===== src/camera_control_params.svh =====
// constants for the camera pin, trigger and context control block
// assumes one 25 MHz clock and a host that drives the config ports
// Functional notes
// - eight camera control pins, each host-programmable to several functions
// - standard input/output maps per pin; all pins default to general inputs
// - optional mode: all eight pins plain general inputs, core unused
// - optional mode: all eight pins general pulse outputs, core unused
// - serial-master focus leaves two pins for flash and shutter
// - host enables or disables each general input
// - current level of general inputs readable
// - pixel outputs switch driven/high-impedance by pin or register bit
// - global reset sequence starts from pin or register trigger
// - trigger when register bit 1 or enabled trigger pin reads 1
// - sequencer: capture goes full resolution, LED, back to preview after frame
// - two contexts A and B, switched by host command
// - context A is preview: low resolution, low power, automatic functions on
// - context B configurable: size, flash use, frame count; the size field has no effect in the block and fullRes is set for any size
// - anti-shake: motion raises sensitivity, shortens exposure
// - after context B frames, return to context A preview
`ifndef CAMERA_CONTROL_PARAMS_SVH
`define CAMERA_CONTROL_PARAMS_SVH
`define PIN_COUNT 8
`define PIN_DEFAULT_IN 8'h00
`define PIN_SHUTTER_SEL 0
`define PIN_FLASH_SEL 1
`define PIN_OE 2
`define PIN_FLASH_OUT 3
`define PIN_SHUTTER_OUT 2
`define EXP_SHIFT 1
`endif


===== src/camera_control_pkg.sv =====
// types for the camera pin, trigger and context control block
// assumes nothing beyond the params header
package camera_control_pkg;
	typedef enum logic [1:0] {MAP_STD_IN, MAP_STD_OUT, MAP_ALL_IN, MAP_ALL_OUT} pin_map_e;
	typedef enum logic [1:0] {SEQ_PREVIEW, SEQ_FLASH, SEQ_CAPTURE} seq_e;
	typedef struct packed {
		logic [1:0] size;
		logic flashUse;
		logic [3:0] frameCount;
	} context_b_s;
	typedef struct packed {
		logic [7:0] gain;
		logic [7:0] exposure;
	} sensor_s;
endpackage


===== src/camera_pin_trigger_context_control.sv =====
// pin mux, output enable, trigger source and context sequencer
// assumes synchronous inputs and a host that drives the config ports
`timescale 1ns/1ns
`include "camera_control_params.svh"
module camera_pin_trigger_context_control
	import camera_control_pkg::*;
#(
	parameter int PINS = `PIN_COUNT
)(
	// clock and reset
	input wire logic clk,
	input wire logic sys_rst,
	input wire logic clkEn,
	// host configuration
	input wire pin_map_e pinMap,
	input wire logic [PINS-1:0] inputEnable,
	input wire logic [PINS-1:0] pulseOut,
	input wire logic outputEnableReg,
	input wire logic useOePin,
	input wire logic globalTrigger,
	input wire logic triggerPinEnable,
	input wire logic [2:0] triggerPinSel,
	input wire logic contextSwitch,
	input wire context_b_s contextB,
	input wire logic antiShake,
	input wire logic motion,
	input wire sensor_s sensorIn,
	// sensor side
	input wire logic [1:0] pixelLsb,
	input wire logic shutterIn,
	input wire logic frameEnd,
	input wire logic parallelEnable,
	// camera control pins
	input wire logic [PINS-1:0] pinIn,
	output logic [PINS-1:0] pinOut,
	output logic [PINS-1:0] pinOe_n,
	// status
	output logic [PINS-1:0] generalInput,
	output logic pixelOe_n,
	output logic trigger,
	output logic contextIsB,
	output logic fullRes,
	output logic ledOn,
	output logic autoFuncs,
	output logic shutterSel,
	output logic flashSel,
	output sensor_s sensorOut
);
	logic [PINS-1:0] next_pinOut, next_pinOe_n, next_generalInput;
	logic next_pixelOe_n, next_trigger, next_shutterSel, next_flashSel;
	seq_e state, next_state;
	logic [3:0] frames, next_frames;
	sensor_s next_sensorOut;
	logic next_contextIsB, next_fullRes, next_ledOn, next_autoFuncs;

	// pin function mux; all-input map is also the reset map
	always_comb
	begin
		next_pinOut = '0;
		next_pinOe_n = '1;
		next_generalInput = '0;
		next_shutterSel = shutterSel;
		next_flashSel = flashSel;
		case (pinMap)
			MAP_STD_IN:
			begin
				next_shutterSel = pinIn[`PIN_SHUTTER_SEL];
				next_flashSel = pinIn[`PIN_FLASH_SEL];
				for (int i = 3; i < PINS; i++)
					next_generalInput[i] = pinIn[i] & inputEnable[i];
			end
			MAP_STD_OUT:
			begin
				next_pinOe_n = '0;
				next_pinOut[1:0] = pixelLsb;
				next_pinOut[`PIN_SHUTTER_OUT] = shutterIn;
				next_pinOut[`PIN_FLASH_OUT] = ledOn;
				next_pinOut[PINS-1:4] = pulseOut[PINS-1:4];
			end
			MAP_ALL_IN:
				next_generalInput = pinIn & inputEnable;
			default:
			begin
				next_pinOe_n = '0;
				next_pinOut = pulseOut;
			end
		endcase
		// pin 2 acts only in the standard input map; low enables
		if (!parallelEnable)
			next_pixelOe_n = 1'b1;
		else if (useOePin && pinMap == MAP_STD_IN)
			next_pixelOe_n = pinIn[`PIN_OE];
		else
			next_pixelOe_n = !outputEnableReg;
		// register bit or enabled trigger pin
		next_trigger = globalTrigger | (triggerPinEnable & pinIn[triggerPinSel]);
	end

	// capture sequencer: preview, optional flash frame, capture frames
	always_comb
	begin
		next_state = state;
		next_frames = frames;
		case (state)
			SEQ_PREVIEW:
				if (contextSwitch)
				begin
					next_frames = contextB.frameCount;
					next_state = contextB.flashUse ? SEQ_FLASH : SEQ_CAPTURE;
				end
			SEQ_FLASH:
				if (frameEnd)
					next_state = SEQ_CAPTURE;
			default:
				if (contextSwitch)
					next_state = SEQ_PREVIEW; // video exit by command
				else if (frameEnd)
				begin
					if (frames <= 4'h1)
						next_state = SEQ_PREVIEW;
					else
						next_frames = frames - 4'h1;
				end
		endcase
		// status follows the next state, so it leaves a flop with no extra lag
		next_contextIsB = next_state != SEQ_PREVIEW;
		next_fullRes = next_state != SEQ_PREVIEW;
		next_ledOn = next_state == SEQ_FLASH || (next_state == SEQ_CAPTURE && contextB.flashUse);
		next_autoFuncs = next_state == SEQ_PREVIEW;
		// motion trades exposure for gain
		next_sensorOut = sensorIn;
		if (antiShake && motion)
		begin
			next_sensorOut.gain = sensorIn.gain << `EXP_SHIFT;
			next_sensorOut.exposure = sensorIn.exposure >> `EXP_SHIFT;
		end
	end

	// pin group registers; clkEn freezes everything, pins float in reset
	always_ff @(posedge clk)
	begin
		if (sys_rst)
		begin
			pinOut <= '0;
			pinOe_n <= '1;
			generalInput <= `PIN_DEFAULT_IN;
			pixelOe_n <= 1'b1;
			trigger <= 1'b0;
			shutterSel <= 1'b0;
			flashSel <= 1'b0;
		end
		else if (clkEn)
		begin
			pinOut <= next_pinOut;
			pinOe_n <= next_pinOe_n;
			generalInput <= next_generalInput;
			pixelOe_n <= next_pixelOe_n;
			trigger <= next_trigger;
			shutterSel <= next_shutterSel;
			flashSel <= next_flashSel;
		end
	end

	// sequencer group registers; reset lands in preview
	always_ff @(posedge clk)
	begin
		if (sys_rst)
		begin
			state <= SEQ_PREVIEW;
			frames <= '0;
			contextIsB <= 1'b0;
			fullRes <= 1'b0;
			ledOn <= 1'b0;
			autoFuncs <= 1'b1;
			sensorOut <= '0;
		end
		else if (clkEn)
		begin
			state <= next_state;
			frames <= next_frames;
			contextIsB <= next_contextIsB;
			fullRes <= next_fullRes;
			ledOn <= next_ledOn;
			autoFuncs <= next_autoFuncs;
			sensorOut <= next_sensorOut;
		end
	end

	// checks
	trig_reg_a: assert property (@(posedge clk) disable iff (sys_rst)
		clkEn && globalTrigger |=> trigger)
		else $error("register trigger missed");
	trig_idle_a: assert property (@(posedge clk) disable iff (sys_rst)
		clkEn && !globalTrigger && !triggerPinEnable |=> !trigger)
		else $error("trigger without source");
	ctx_switch_a: assert property (@(posedge clk) disable iff (sys_rst)
		clkEn && state == SEQ_PREVIEW && contextSwitch |=> contextIsB && fullRes)
		else $error("context switch missed");
	ctx_return_a: assert property (@(posedge clk) disable iff (sys_rst)
		clkEn && state == SEQ_CAPTURE && frameEnd && frames <= 4'h1 && !contextSwitch |=> !contextIsB)
		else $error("no return to preview");
	pin_allin_a: assert property (@(posedge clk) disable iff (sys_rst)
		clkEn && pinMap == MAP_ALL_IN |=> pinOe_n == '1)
		else $error("pin driven in input map");
	pin_allout_a: assert property (@(posedge clk) disable iff (sys_rst)
		clkEn && pinMap == MAP_ALL_OUT |=> pinOe_n == '0 && pinOut == $past(pulseOut))
		else $error("pulse output wrong");
	oe_pin_a: assert property (@(posedge clk) disable iff (sys_rst)
		clkEn && parallelEnable && useOePin && pinMap == MAP_STD_IN |=> pixelOe_n == $past(pinIn[`PIN_OE]))
		else $error("oe pin not followed");
	gpi_read_a: assert property (@(posedge clk) disable iff (sys_rst)
		clkEn && pinMap == MAP_ALL_IN |=> generalInput == ($past(pinIn) & $past(inputEnable)))
		else $error("general input level wrong");
	shake_a: assert property (@(posedge clk) disable iff (sys_rst)
		clkEn && antiShake && motion |=> sensorOut.exposure == ($past(sensorIn.exposure) >> 1))
		else $error("exposure not shortened");
	std_out_a: assert property (@(posedge clk) disable iff (sys_rst)
		clkEn && pinMap == MAP_STD_OUT |=> pinOe_n == '0 && pinOut[1:0] == $past(pixelLsb))
		else $error("standard output map wrong");
	flash_led_a: assert property (@(posedge clk) disable iff (sys_rst)
		clkEn && state == SEQ_PREVIEW && contextSwitch && contextB.flashUse |=> ledOn && state == SEQ_FLASH)
		else $error("flash not lit on capture");
	pix_float_a: assert property (@(posedge clk) disable iff (sys_rst)
		clkEn && !parallelEnable |=> pixelOe_n)
		else $error("pixel bus driven while disabled");
	// a frozen cycle must not let any group slip by one edge
	freeze_hold_a: assert property (@(posedge clk) disable iff (sys_rst)
		!clkEn |=> $stable(state) && $stable(pinOe_n) && $stable(generalInput))
		else $error("state moved while frozen");
endmodule // camera_pin_trigger_context_control


===== config.mk =====
export PLATFORM = sky130hd
export DESIGN_NAME = camera_pin_trigger_context_control
export DESIGN_NICKNAME = d
export VERILOG_FILES = /design/src/camera_control_pkg.sv /design/src/camera_pin_trigger_context_control.sv
export VERILOG_INCLUDE_DIRS = /design/src
export SDC_FILE = /design/constraint.sdc
export NUM_CORES = 1
export LEC_CHECK = 0
export BUFFER_PORTS_ARGS = -buffer_cell sky130_fd_sc_hd__buf_4
export CORE_UTILIZATION = 40
export DETAILED_ROUTE_END_ITERATION = 7
export MAX_ROUTING_LAYER = met4
export PLACE_DENSITY = 0.72
export SYNTH_ARGS = -nofsm -noshare
export SYNTH_HDL_FRONTEND = slang
export SYNTH_SLANG_ARGS = --single-unit

===== constraint.sdc =====
create_clock -name clk -period 2.4 [get_ports clk]
set_input_delay 0.48 -clock clk [delete_from_list [all_inputs] [get_ports clk]]
set_output_delay 0.48 -clock clk [all_outputs]
set_load 0.01 [all_outputs]

==> metrics.csv, run 1 <==
metric,value,unit
clk_pin_slew_worst_paths,0.08,ns
synth.net_count,322,
buffer_ports.inserted,112,
synth_edf_count,0,
p_sw,470,uW
drc,0,
peakVddDrop,0.000393,V
die_height,76.1,um
design.core.area,5200,um2
placementRows,26,
fillCellCount,501,
worstMarginPinSlew,0.618,ns
post-cts-setup-buffers,0,
cts-resized-gates,0,
floorplan.die_area,5790,um2
clk_root_buffer_cell,clkbuf_8,
start_util,42.2,%
cts.sink_count,46,
clock_tree_from_tritoncts,built,
first_global_vias,2070,
postCtsHoldBufs,0,
initial_detailed_routing_violation_count,97,
p_seq_share,49.1,%
power.leakage,1.35,nW
clockPowerShare,28.9,%
syn_area,2190,um2
grt_start_max_net_pins,49,
gp_weighted_congestion,0.812,
layout.nets,415,
end_kind,flip-flop,
grt.overflow.total,0,
fin_tns_setup,0,ns
rsz_0062_raised_after_global_routing,false,
grtUsageTotal,19.8,%
cap_violations,0,
ant_nets,0,
cell_int_power,1.24,mW
timing.rr.start,frames[0],
reg2reg_slack,0.40,ns
power.switching_fraction,27.5,%
relSlewSlack,58.7,%
period_share,83.3,%
timing.hold.worst_endpoint,pinOut[7],
hpwlAfterDp,4080,um
fin_crit,2.00,ns
hold-path-cell-count,3,
die_width,76.1,um
final-hold-violation-count,0,
outcome,completed,
synth_cell_types,43,
post_drt_via_cell_ratio,5.24,
routed_wire_per_std_cell,13.7,um
rr_endpoint,frames[0],
ys_async_sr_fraction,0,%
synth_top_flop_cell,dfxtp_1,
clk-insertion-delay-late,0.29,ns
post_route_cells_drive_above_1_share,39.8,%
min_from,pulseOut[7],
combPwrFrac,22.0,%
vias,2183,
reg2regPathDepth,6,
power.density,552,nW/um2
routed_wirelength,5700,um
postSynthRegisterBits,46,
postSynthAreaPerCell,8.67,um2
area_delta_synth_final,41.0,%
totalPowerFinal,1.71,mW
insertedDiodeCount,0,
grt_first_pass_wirelength,9230,um
crit_path_max_fanout,6,
cts-root-to-sink-buffers,2,
setup_viol,0,
synth_sequential_area_ratio,42.0,%
clock_skew,0.00353,ns
hp-class,in2reg,
synth_cells,253,
critical_path.startpoint_type,flip-flop,
antenna_found_initial,0,
ys_warn_count,0,
fmax,500,MHz
firstDrtPassIters,4,
tritoncts.num_buffers,5,
htreeDepth,2,
critical_path_required,2.61,ns
arrival,2.21,ns
boundaryPins,115,
critical_path_class,reg2reg,
final_max_slew_viol_count,0,
==> cells by family (layout without fill, tap and decap cells) <==
group | count (synthesis) | in the layout | share of synthesized area (%)
flops | 46 | 46 | 42.0
fa+ha+maj | 2 | 2 | 1.14
simple gates | 98 | 98 | 20.8
compound gates | 59 | 59 | 21.3
buf+inv | 35 | 129 | 7.53
mux | 13 | 13 | 7.35
==> stage by stage <==
stage          instances  cell area (um2)  worst slack, ns  util (%)  hold WS, ns
2_1_floorplan        253             2190            0.587         -        0.462
3_3_place_gp         409             3000            0.467      57.6        0.441
3_5_place_dp         409             3000            0.423      57.6        0.454
4_1_cts              417             3090            0.404      59.4        0.414
5_1_grt              417             3090            0.297      59.4        0.430
6_report             417             3090            0.402      59.4        0.419
==> per-layer routing <==
| metal | global-route usage [%] | share of wire [%] |
|---|---|---|
| met1 | 23.1 | 43 |
| met2 | 33.5 | 50 |
| met3 | 3.35 | 4.5 |
| met4 | 8.65 | 2.3 |
| met5 | - | 0 |
==> synth_stat cells (all sizes together) (4+ instances only) <==
cell type	number	area share (%)
a21oi	11	2.5
a311oi	15	6.0
clkbuf	15	2.6
a22oi	8	2.7
mux2	5	2.6
a32oi	5	2.0
or2	4	1.3
buf	13	3.8
dfxtp	46	42
inv	7	1.2
nand2	26	4.4
nor3	4	0.91
nor2	34	6.2
nand4	4	1.1
mux2i	6	2.7
nand3	16	3.6
==> worst max path at each step <==
| stage | start | endpoint | slack, ns | depth (start not counted) |
|---|---|---|---|---|
| 2_1_floorplan | frames[0] | frames[0] | 0.59 | 6 |
| 3_3_place_gp | frames[0] | frames[0] | 0.47 | 6 |
| 3_5_place_dp | frames[0] | frames[0] | 0.42 | 6 |
| 4_1_cts | frames[0] | frames[0] | 0.40 | 6 |
| 5_1_grt | frames[0] | frames[0] | 0.30 | 6 |
| 6_report | frames[0] | frames[0] | 0.40 | 6 |
==> flip-flops by register name, indices dropped and copies added, names as in the netlist <==
| name | flops |
|---|---|
| autoFuncs | 1 |
| flashSel | 1 |
| frames | 4 |
| fullRes | 1 |
| generalInput | 8 |
| ledOn | 1 |
| pinOe_n | 1 |
| pinOut | 8 |
| pixelOe_n | 1 |
| sensorOut | 16 |
| shutterSel | 1 |
| state | 2 |
| trigger | 1 |
==> final cells by class <==
cell class	count	area (um2)	share of cell area [%]
clock buffers	6	82.6	2.67
clock inverters	2	12.5	0.404
inverters	7	26.3	0.849
multi-input cells	172	1110	35.8
flip-flops and latches	46	921	29.8
well taps	70	87.6	2.83
repair buffers	114	856	27.7
==> power by group through the flow <==
stage	Combinational, mW	Sequential [mW]	Clock, mW
6_report	0.377	0.839	0.494
4_1_cts	0.379	0.839	0.511
5_1_grt	0.412	0.846	0.544
2_1_floorplan	0.191	0.864	0
3_3_place_gp	0.375	0.856	0
3_5_place_dp	0.379	0.856	0
==> cell usage in the layout, fill, tap and decap left out, types with 4 or more instances in the layout <==
| cell | count |
|---|---|
| mux2_2 | 5 |
| clkbuf_8 | 6 |
| a32oi_1 | 5 |
| nor2_1 | 33 |
| dfxtp_1 | 46 |
| a311oi_1 | 15 |
| nor3_1 | 4 |
| buf_4 | 114 |
| nand3_1 | 16 |
| a21oi_1 | 11 |
| nand4_1 | 4 |
| nand2_1 | 26 |
| mux2i_1 | 6 |
| a22oi_1 | 8 |
| inv_1 | 7 |
==> worst max-delay path, stage by stage (launching register included) <==
cell and delay (ns):
dfxtp_1 0.38, inv_1 0.10, ha_1 0.23, or2_4 0.28
a2111oi_4 0.50, o32ai_1 0.16, a221oi_2 0.27
Note: power is estimated with default switching activity, not from simulation.
==> run 2: changes to the inputs <==
--- a/config.mk
+++ b/config.mk
@@ -6,11 +6,12 @@
 export SDC_FILE = /design/constraint.sdc
 export NUM_CORES = 1
 export LEC_CHECK = 0
+export ABC_AREA = 1
 export BUFFER_PORTS_ARGS = -buffer_cell sky130_fd_sc_hd__buf_4
 export CORE_UTILIZATION = 40
 export DETAILED_ROUTE_END_ITERATION = 7
 export MAX_ROUTING_LAYER = met4
-export PLACE_DENSITY = 0.72
+export PLACE_DENSITY = 0.71
 export SYNTH_ARGS = -nofsm -noshare
 export SYNTH_HDL_FRONTEND = slang
 export SYNTH_SLANG_ARGS = --single-unit
==> constraint.sdc (replaced) <==
create_clock -name clk -period 1.92 [get_ports clk]
set_input_delay 0.384 -clock clk [delete_from_list [all_inputs] [get_ports clk]]
set_output_delay 0.384 -clock clk [all_outputs]
set_load 0.01 [all_outputs]
==> run 2 against run 1 <==
Effect of this change:
- count of clock-buffer cells in the layout unchanged
- global-route usage up 0.48 points
- synthesized area up 5.2%
- critical endpoint is now frames[2]
- largest cell class unchanged
- highest routed layer unchanged
==> metrics.csv, run 2 <==
metric,value,unit,change
end_kind,flip-flop,,
crit_path_max_fanout,6,,unchanged
clock_tree_from_tritoncts,built,,
period_share,73.3,%,-9.9 points
synth.most_common_cell,nand2_1,,
cap_violations,0,,unchanged
boundaryPins,115,,unchanged
fin_crit,1.41,ns,-0.590 ns
worstMarginPinSlew,0.497,ns,-0.121 ns
fmax,710,MHz,+42%
critical_path_required,2.11,ns,-0.50 ns
clk_pin_slew_worst_paths,0.08,ns,about the same
power.leakage,1.62,nW,+20%
synth_top_cells_by_count,"nand2_1, dfxtp_1, inv_1, nand3_1",,
post_route_cells_drive_above_1_share,34.5,%,-5.3 points
syn_area,2310,um2,+5.2%
registers.top_by_ff_count,sensorOut,,
fin_tns_setup,0,ns,unchanged
synthTopCellsByArea,"dfxtp_1, nand2_1, nand3_1",,
relSlewSlack,66.8,%,+8.1 points
htreeDepth,2,,unchanged
postSynthRegisterBits,46,,unchanged
yosysTopAreaCell,dfxtp_1,,
ys_async_sr_fraction,0,%,unchanged
synth_cell_types,31,,-28%
final-hold-violation-count,0,,unchanged
gp_weighted_congestion,0.838,,+3.1%
hp-class,in2reg,,
drc,0,,unchanged
tritoncts.num_buffers,5,,unchanged
layout.nets,485,,+17%
firstDrtPassIters,4,,unchanged
clk-insertion-delay-late,0.29,ns,about the same
first_global_vias,2186,,+5.6%
arrival,1.60,ns,-0.61 ns
crit_chain,inv_1 > ha_1 > inv_1 > nand2_1 > nand2_1 > nand3_2 > nand2_4 > nand2_4 > o21ai_2 > a21oi_2,,
totalPowerFinal,2.15,mW,+26%
floorplan.die_area,6080,um2,+5.1%
power.density,671,nW/um2,+21%
yosysTopAreaCellShare,39.9,%,-2.1 points
numPlacedInstances,481,,+18%
hpwlAfterDp,4350,um,+6.7%
post_drt_via_cell_ratio,4.92,,-5.9%
antenna_found_initial,0,,unchanged
largest_reg_flops,16,,unchanged
outcome,completed,,
area_delta_synth_final,38.9,%,
grtUsageTotal,20.3,%,+0.48 points
clock_skew,0.00452,ns,+0.000991 ns
rsz_0062_raised_after_global_routing,false,,
synth_edf_count,0,,unchanged
grt_first_pass_wirelength,9670,um,+4.7%
grt.overflow.total,0,,unchanged
clk_root_buffer_cell,clkbuf_8,,
cts-root-to-sink-buffers,2,,unchanged
buffer_ports.inserted,112,,unchanged
synth_sequential_area_ratio,39.9,%,-2.1 points
most_frequent_standard_cell_in_the_layout_excluding_fill_and_tap_cells,buf_4,,
final_cells,487,,+17%
vias,2398,,+9.8%
final_cell_mix,"buf_4, nand2_1, dfxtp_1",,
postSynthAreaPerCell,7.29,um2,-16%
die_width,78.0,um,+2.5%
placementRows,27,,+3.8%
synth_top_flop_cell,dfxtp_1,,
die_height,78.0,um,+2.5%
reg_top3,"sensorOut: 16 flops, generalInput: 8 flops, pinOut: 8 flops",,
ys_warn_count,0,,unchanged
synth.net_count,386,,+20%
post-cts-setup-buffers,0,,unchanged
critical_path.max_stage_delay,0.39,ns,-0.11 ns
routed_wirelength,5810,um,+1.9%
synth_cells,317,,+25%
routed_wire_per_std_cell,11.9,um,-13%
critical_path_class,reg2reg,,
start_util,41.7,%,-0.47 points
ant_nets,0,,unchanged
final_max_slew_viol_count,0,,unchanged
critical_path.startpoint_type,flip-flop,,
cts-resized-gates,0,,unchanged
insertedDiodeCount,0,,unchanged
grt_start_max_net_pins,33,,-33%
design.core.area,5540,um2,+6.4%
cp_slowest_cell,dfxtp_1,,
cts.sink_count,46,,unchanged
fillCellCount,549,,+9.6%
peakVddDrop,0.000323,V,-18%
postCtsHoldBufs,0,,unchanged
initial_detailed_routing_violation_count,69,,-29%
setup_viol,0,,unchanged
-- run 2: cell families after synthesis --
group	count (synthesis)	synth area share, %
AND/OR/NAND/NOR	127	26.1
flip-flops	46	39.9
adder cells (fa/ha/maj)	2	1.08
buffers and inverters	68	13.2
AO/OA/AOI/OAI	74	19.8
-- run 2: per-stage QoR --
| stage | setup slack, ns | hold slack [ns] | util [%] | instance area (um2) |
|---|---|---|---|---|
| 2_1_floorplan | 0.645 | 0.459 | - | 2310 |
| 4_1_cts | 0.494 | 0.345 | 57.9 | 3210 |
| 5_1_grt | 0.342 | 0.341 | 57.9 | 3210 |
| 6_report | 0.512 | 0.346 | 57.9 | 3210 |
| 3_5_place_dp | 0.386 | 0.458 | 56.4 | 3130 |
| 3_3_place_gp | 0.411 | 0.454 | 56.4 | 3130 |
-- run 2: worst paths after layout --
check	startpoint	end	slack [ns]	cells after the start
worst min-delay path	pinIn[0]	shutterSel	0.35	3
worst max-delay path	frames[0]	frames[2]	0.51	10
worst max register to register	frames[0]	frames[2]	0.51	10
worst min register to register	generalInput[3]	generalInput[3]	0.47	2
-- run 2: power breakdown --
group          switching [mW]  internal (mW)  total [mW]  leakage (nW)
Clock                   0.305          0.278       0.583        0.0431
Combinational           0.262          0.254       0.516          1.20
Sequential             0.0415           1.01        1.06         0.379
Total                   0.608           1.55        2.15          1.62
-- run 2: final cells by class --
type                            instances  area (um2)  share of cell area, %
Timing Repair Buffer                  115         863                   26.9
Sequential cell                        46         921                   28.7
Tap cell                               72        90.1                   2.81
Inverter                               45         169                   5.26
Multi-Input combinational cell        203        1080                   33.8
Clock buffer                            6        82.6                   2.57
-- run 2: metal layers --
metal | vias to the layer above | part of all wire, % | track usage [%]
met3 | 9 | 7.0 | 5.18
met5 | - | 0 | -
met2 | 74 | 46 | 33.6
met1 | 1073 | 45 | 24.4
li1 | 1242 | - | -
met4 | 0 | 1.2 | 5.56
-- run 2: critical path: cells and delay by family (launching register included) --
family                     cells  cell delay, ns
and+or+nand+nor                5            0.37
DFF                            1            0.39
adders and majority gates      1            0.23
AOI/OAI and AO/OA              2            0.19
buffers and inverters          2            0.13
==> run 3: changes to the inputs <==
--- a/config.mk
+++ b/config.mk
@@ -11,7 +11,7 @@
 export CORE_UTILIZATION = 40
 export DETAILED_ROUTE_END_ITERATION = 7
 export MAX_ROUTING_LAYER = met4
-export PLACE_DENSITY = 0.71
+export PLACE_DENSITY = 0.74
 export SYNTH_ARGS = -nofsm -noshare
 export SYNTH_HDL_FRONTEND = slang
 export SYNTH_SLANG_ARGS = --single-unit
==> constraint.sdc (replaced) <==
create_clock -name clk -period 1.2 [get_ports clk]
set_input_delay 0.24 -clock clk [delete_from_list [all_inputs] [get_ports clk]]
set_output_delay 0.24 -clock clk [all_outputs]
set_load 0.01 [all_outputs]
==> run 3 against run 2 <==
Effect of this change:
- the run now ends with setup timing left
- count of clock-buffer cells in the layout increased by 1
- first-iteration DRC count grew 61%
- die area is the same
- setup slack got worse by 0.60 ns
- register-to-register slack lost 0.60 ns
- worst hold slack got worse by 0.16 ns
- sequential power increased by 60%
- clock skew fell by 0.00078 ns
- global-route usage is 0.84 points higher
- routed wire length up 8.5%
==> metrics.csv, run 3 (synthesized netlist as in run 2, its figures left out) <==
metric,value,unit,change
reg2reg_slack,-0.09,ns,-0.60 ns
cp.buffers_inverters,2,,unchanged
initial_detailed_routing_violation_count,111,,+61%
htreeDepth,2,,unchanged
violated_checks,setup timing,,
critical_path.startpoint_type,flip-flop,,
clk_root_buffer_cell,clkbuf_8,,
die_height,78.0,um,unchanged
final_cells,507,,+4.1%
clock_tree_from_tritoncts,built,,
reg2regPathDepth,10,,unchanged
fmax,776,MHz,+9.3%
clk_pin_slew_worst_paths,0.08,ns,about the same
peakVddDrop,0.000778,V,+140%
registers.top_by_ff_count,sensorOut,,
cp_slowest_cell,dfxtp_2,,
worstMarginPinSlew,0.333,ns,-0.165 ns
design.core.area,5540,um2,unchanged
grt_first_pass_wirelength,9960,um,+3.1%
start_util,41.7,%,unchanged
relSlewSlack,77.7,%,+11 points
insertedDiodeCount,0,,unchanged
crit_path_max_fanout,6,,unchanged
fin_crit,1.29,ns,-0.120 ns
hp-class,in2reg,,
final_max_slew_viol_count,0,,unchanged
setup_viol,5,,+5
hold-path-cell-count,2,,-1
numPlacedInstances,495,,+2.9%
multi_input_area,1150,um2,+5.9%
register_area,928,um2,+0.82%
reg_top3,"sensorOut: 16 flops, generalInput: 8 flops, pinOut: 8 flops",,
power.density,1050,nW/um2,+57%
final-hold-violation-count,0,,unchanged
critical_path.max_stage_delay,0.37,ns,-0.02 ns
die_width,78.0,um,unchanged
routed_wirelength,6300,um,+8.5%
firstDrtPassIters,4,,unchanged
timing.hold.worst_endpoint,ledOn,,
boundaryPins,115,,unchanged
critical_path_depth,10,,unchanged
largest_reg_flops,16,,unchanged
fillCellCount,514,,-6.4%
ant_nets,0,,unchanged
critical_path_class,reg2reg,,
gp_weighted_congestion,0.865,,+3.3%
routed_wire_per_std_cell,12.4,um,+4.2%
most_frequent_standard_cell_in_the_layout_excluding_fill_and_tap_cells,buf_4,,
antenna_found_initial,0,,unchanged
arrival,1.48,ns,-0.12 ns
area_delta_synth_final,49.6,%,
timing.critical_path.max_delay_family,simple AND/OR/NAND/NOR gates,,
buffer_ports.inserted,112,,unchanged
crit_chain,inv_4 > ha_4 > inv_2 > nand2_2 > nand2_2 > nand3_2 > nand2_4 > nand2_8 > o21ai_2 > a21oi_1,,
end_kind,flip-flop,,
clk-insertion-delay-late,0.30,ns,about the same
post_route_cells_drive_above_1_share,41.6,%,+7.2 points
preCtsSetupSlack,-0.102,ns,-0.488 ns
layout.nets,503,,+3.7%
crit_top_cell,nand2_2,,
min_from,sys_rst,,
floorplan.die_area,6080,um2,unchanged
final_cell_mix,"buf_4, nand2_1, dfxtp_1",,
hpwlAfterDp,4680,um,+7.5%
fin_tns_setup,-0.369,ns,-0.369 ns
power.leakage,1.72,nW,+6.3%
critPathLaunch,frames[1],,
first_global_vias,2234,,+2.2%
grt_start_max_net_pins,31,,-6.1%
rsz_0062_raised_after_global_routing,true,,
grtUsageTotal,21.1,%,+0.84 points
clock_skew,0.00374,ns,-0.000781 ns
vias,2493,,+4.0%
cap_violations,0,,unchanged
grt.overflow.total,0,,unchanged
timing.rr.start,frames[1],,
totalPowerFinal,3.64,mW,+69%
postCtsHoldBufs,0,,unchanged
cts-root-to-sink-buffers,2,,unchanged
tritoncts.num_buffers,5,,unchanged
outcome,"complete, but fails checks",,
cts.sink_count,46,,unchanged
least_setup_slack_across_all_paths_after_layout,-0.0881,ns,-0.600 ns
placementRows,27,,unchanged
critical_path_required,1.39,ns,-0.72 ns
postLayoutCoreUtil,62.4,%,+4.4 points
period_share,107,%,+34 points
drc,0,,unchanged
post_drt_via_cell_ratio,4.92,,-0.14%
rr_endpoint,frames[0],,
-- run 3: worst max path at each step --
stage | slack (ns) | end
floorplan | 0.004 | frames[2]
global placement | -0.04 | ledOn
detailed placement | -0.10 | ledOn
CTS | -0.08 | frames[2]
global route | -0.17 | frames[0]
finish | -0.09 | frames[0]
-- run 3: area by class of cell --
cell class                 count  area share (%)
timing repair buffer         133            29.6
multi-input combinational    203            33.2
clock buffer                   7            2.50
clock inverter                 1           0.145
inverter                      45            5.03
tap                           72            2.61
sequential                    46            26.9
-- run 3: through the flow --
stage          cell area [um2]  hold WS [ns]
3_3_place_gp              3260         0.454
6_report                  3450         0.182
3_5_place_dp              3260         0.457
2_1_floorplan             2320         0.379
5_1_grt                   3450         0.178
4_1_cts                   3420         0.175
-- run 3: repair_timing --
action,CTS,global route
endpoints found under the setup margin,16,9
setup buffers,3,1
pin swaps,4,7
resized for setup,16,7
-- run 3: report_power, final --
part | total (mW) | internal [mW] | switching (mW)
Clock | 0.983 | 0.466 | 0.518
Combinational | 0.957 | 0.488 | 0.469
Sequential | 1.70 | 1.62 | 0.0750
-- run 3: routing by layer --
metal | vias to the layer above | wire length, um | GRT usage, %
met5 | - | 0 | -
met4 | 0 | 32 | 4.44
met3 | 4 | 403 | 5.41
met2 | 76 | 2990 | 34.5
met1 | 1135 | 2870 | 26.3
li1 | 1278 | - | -
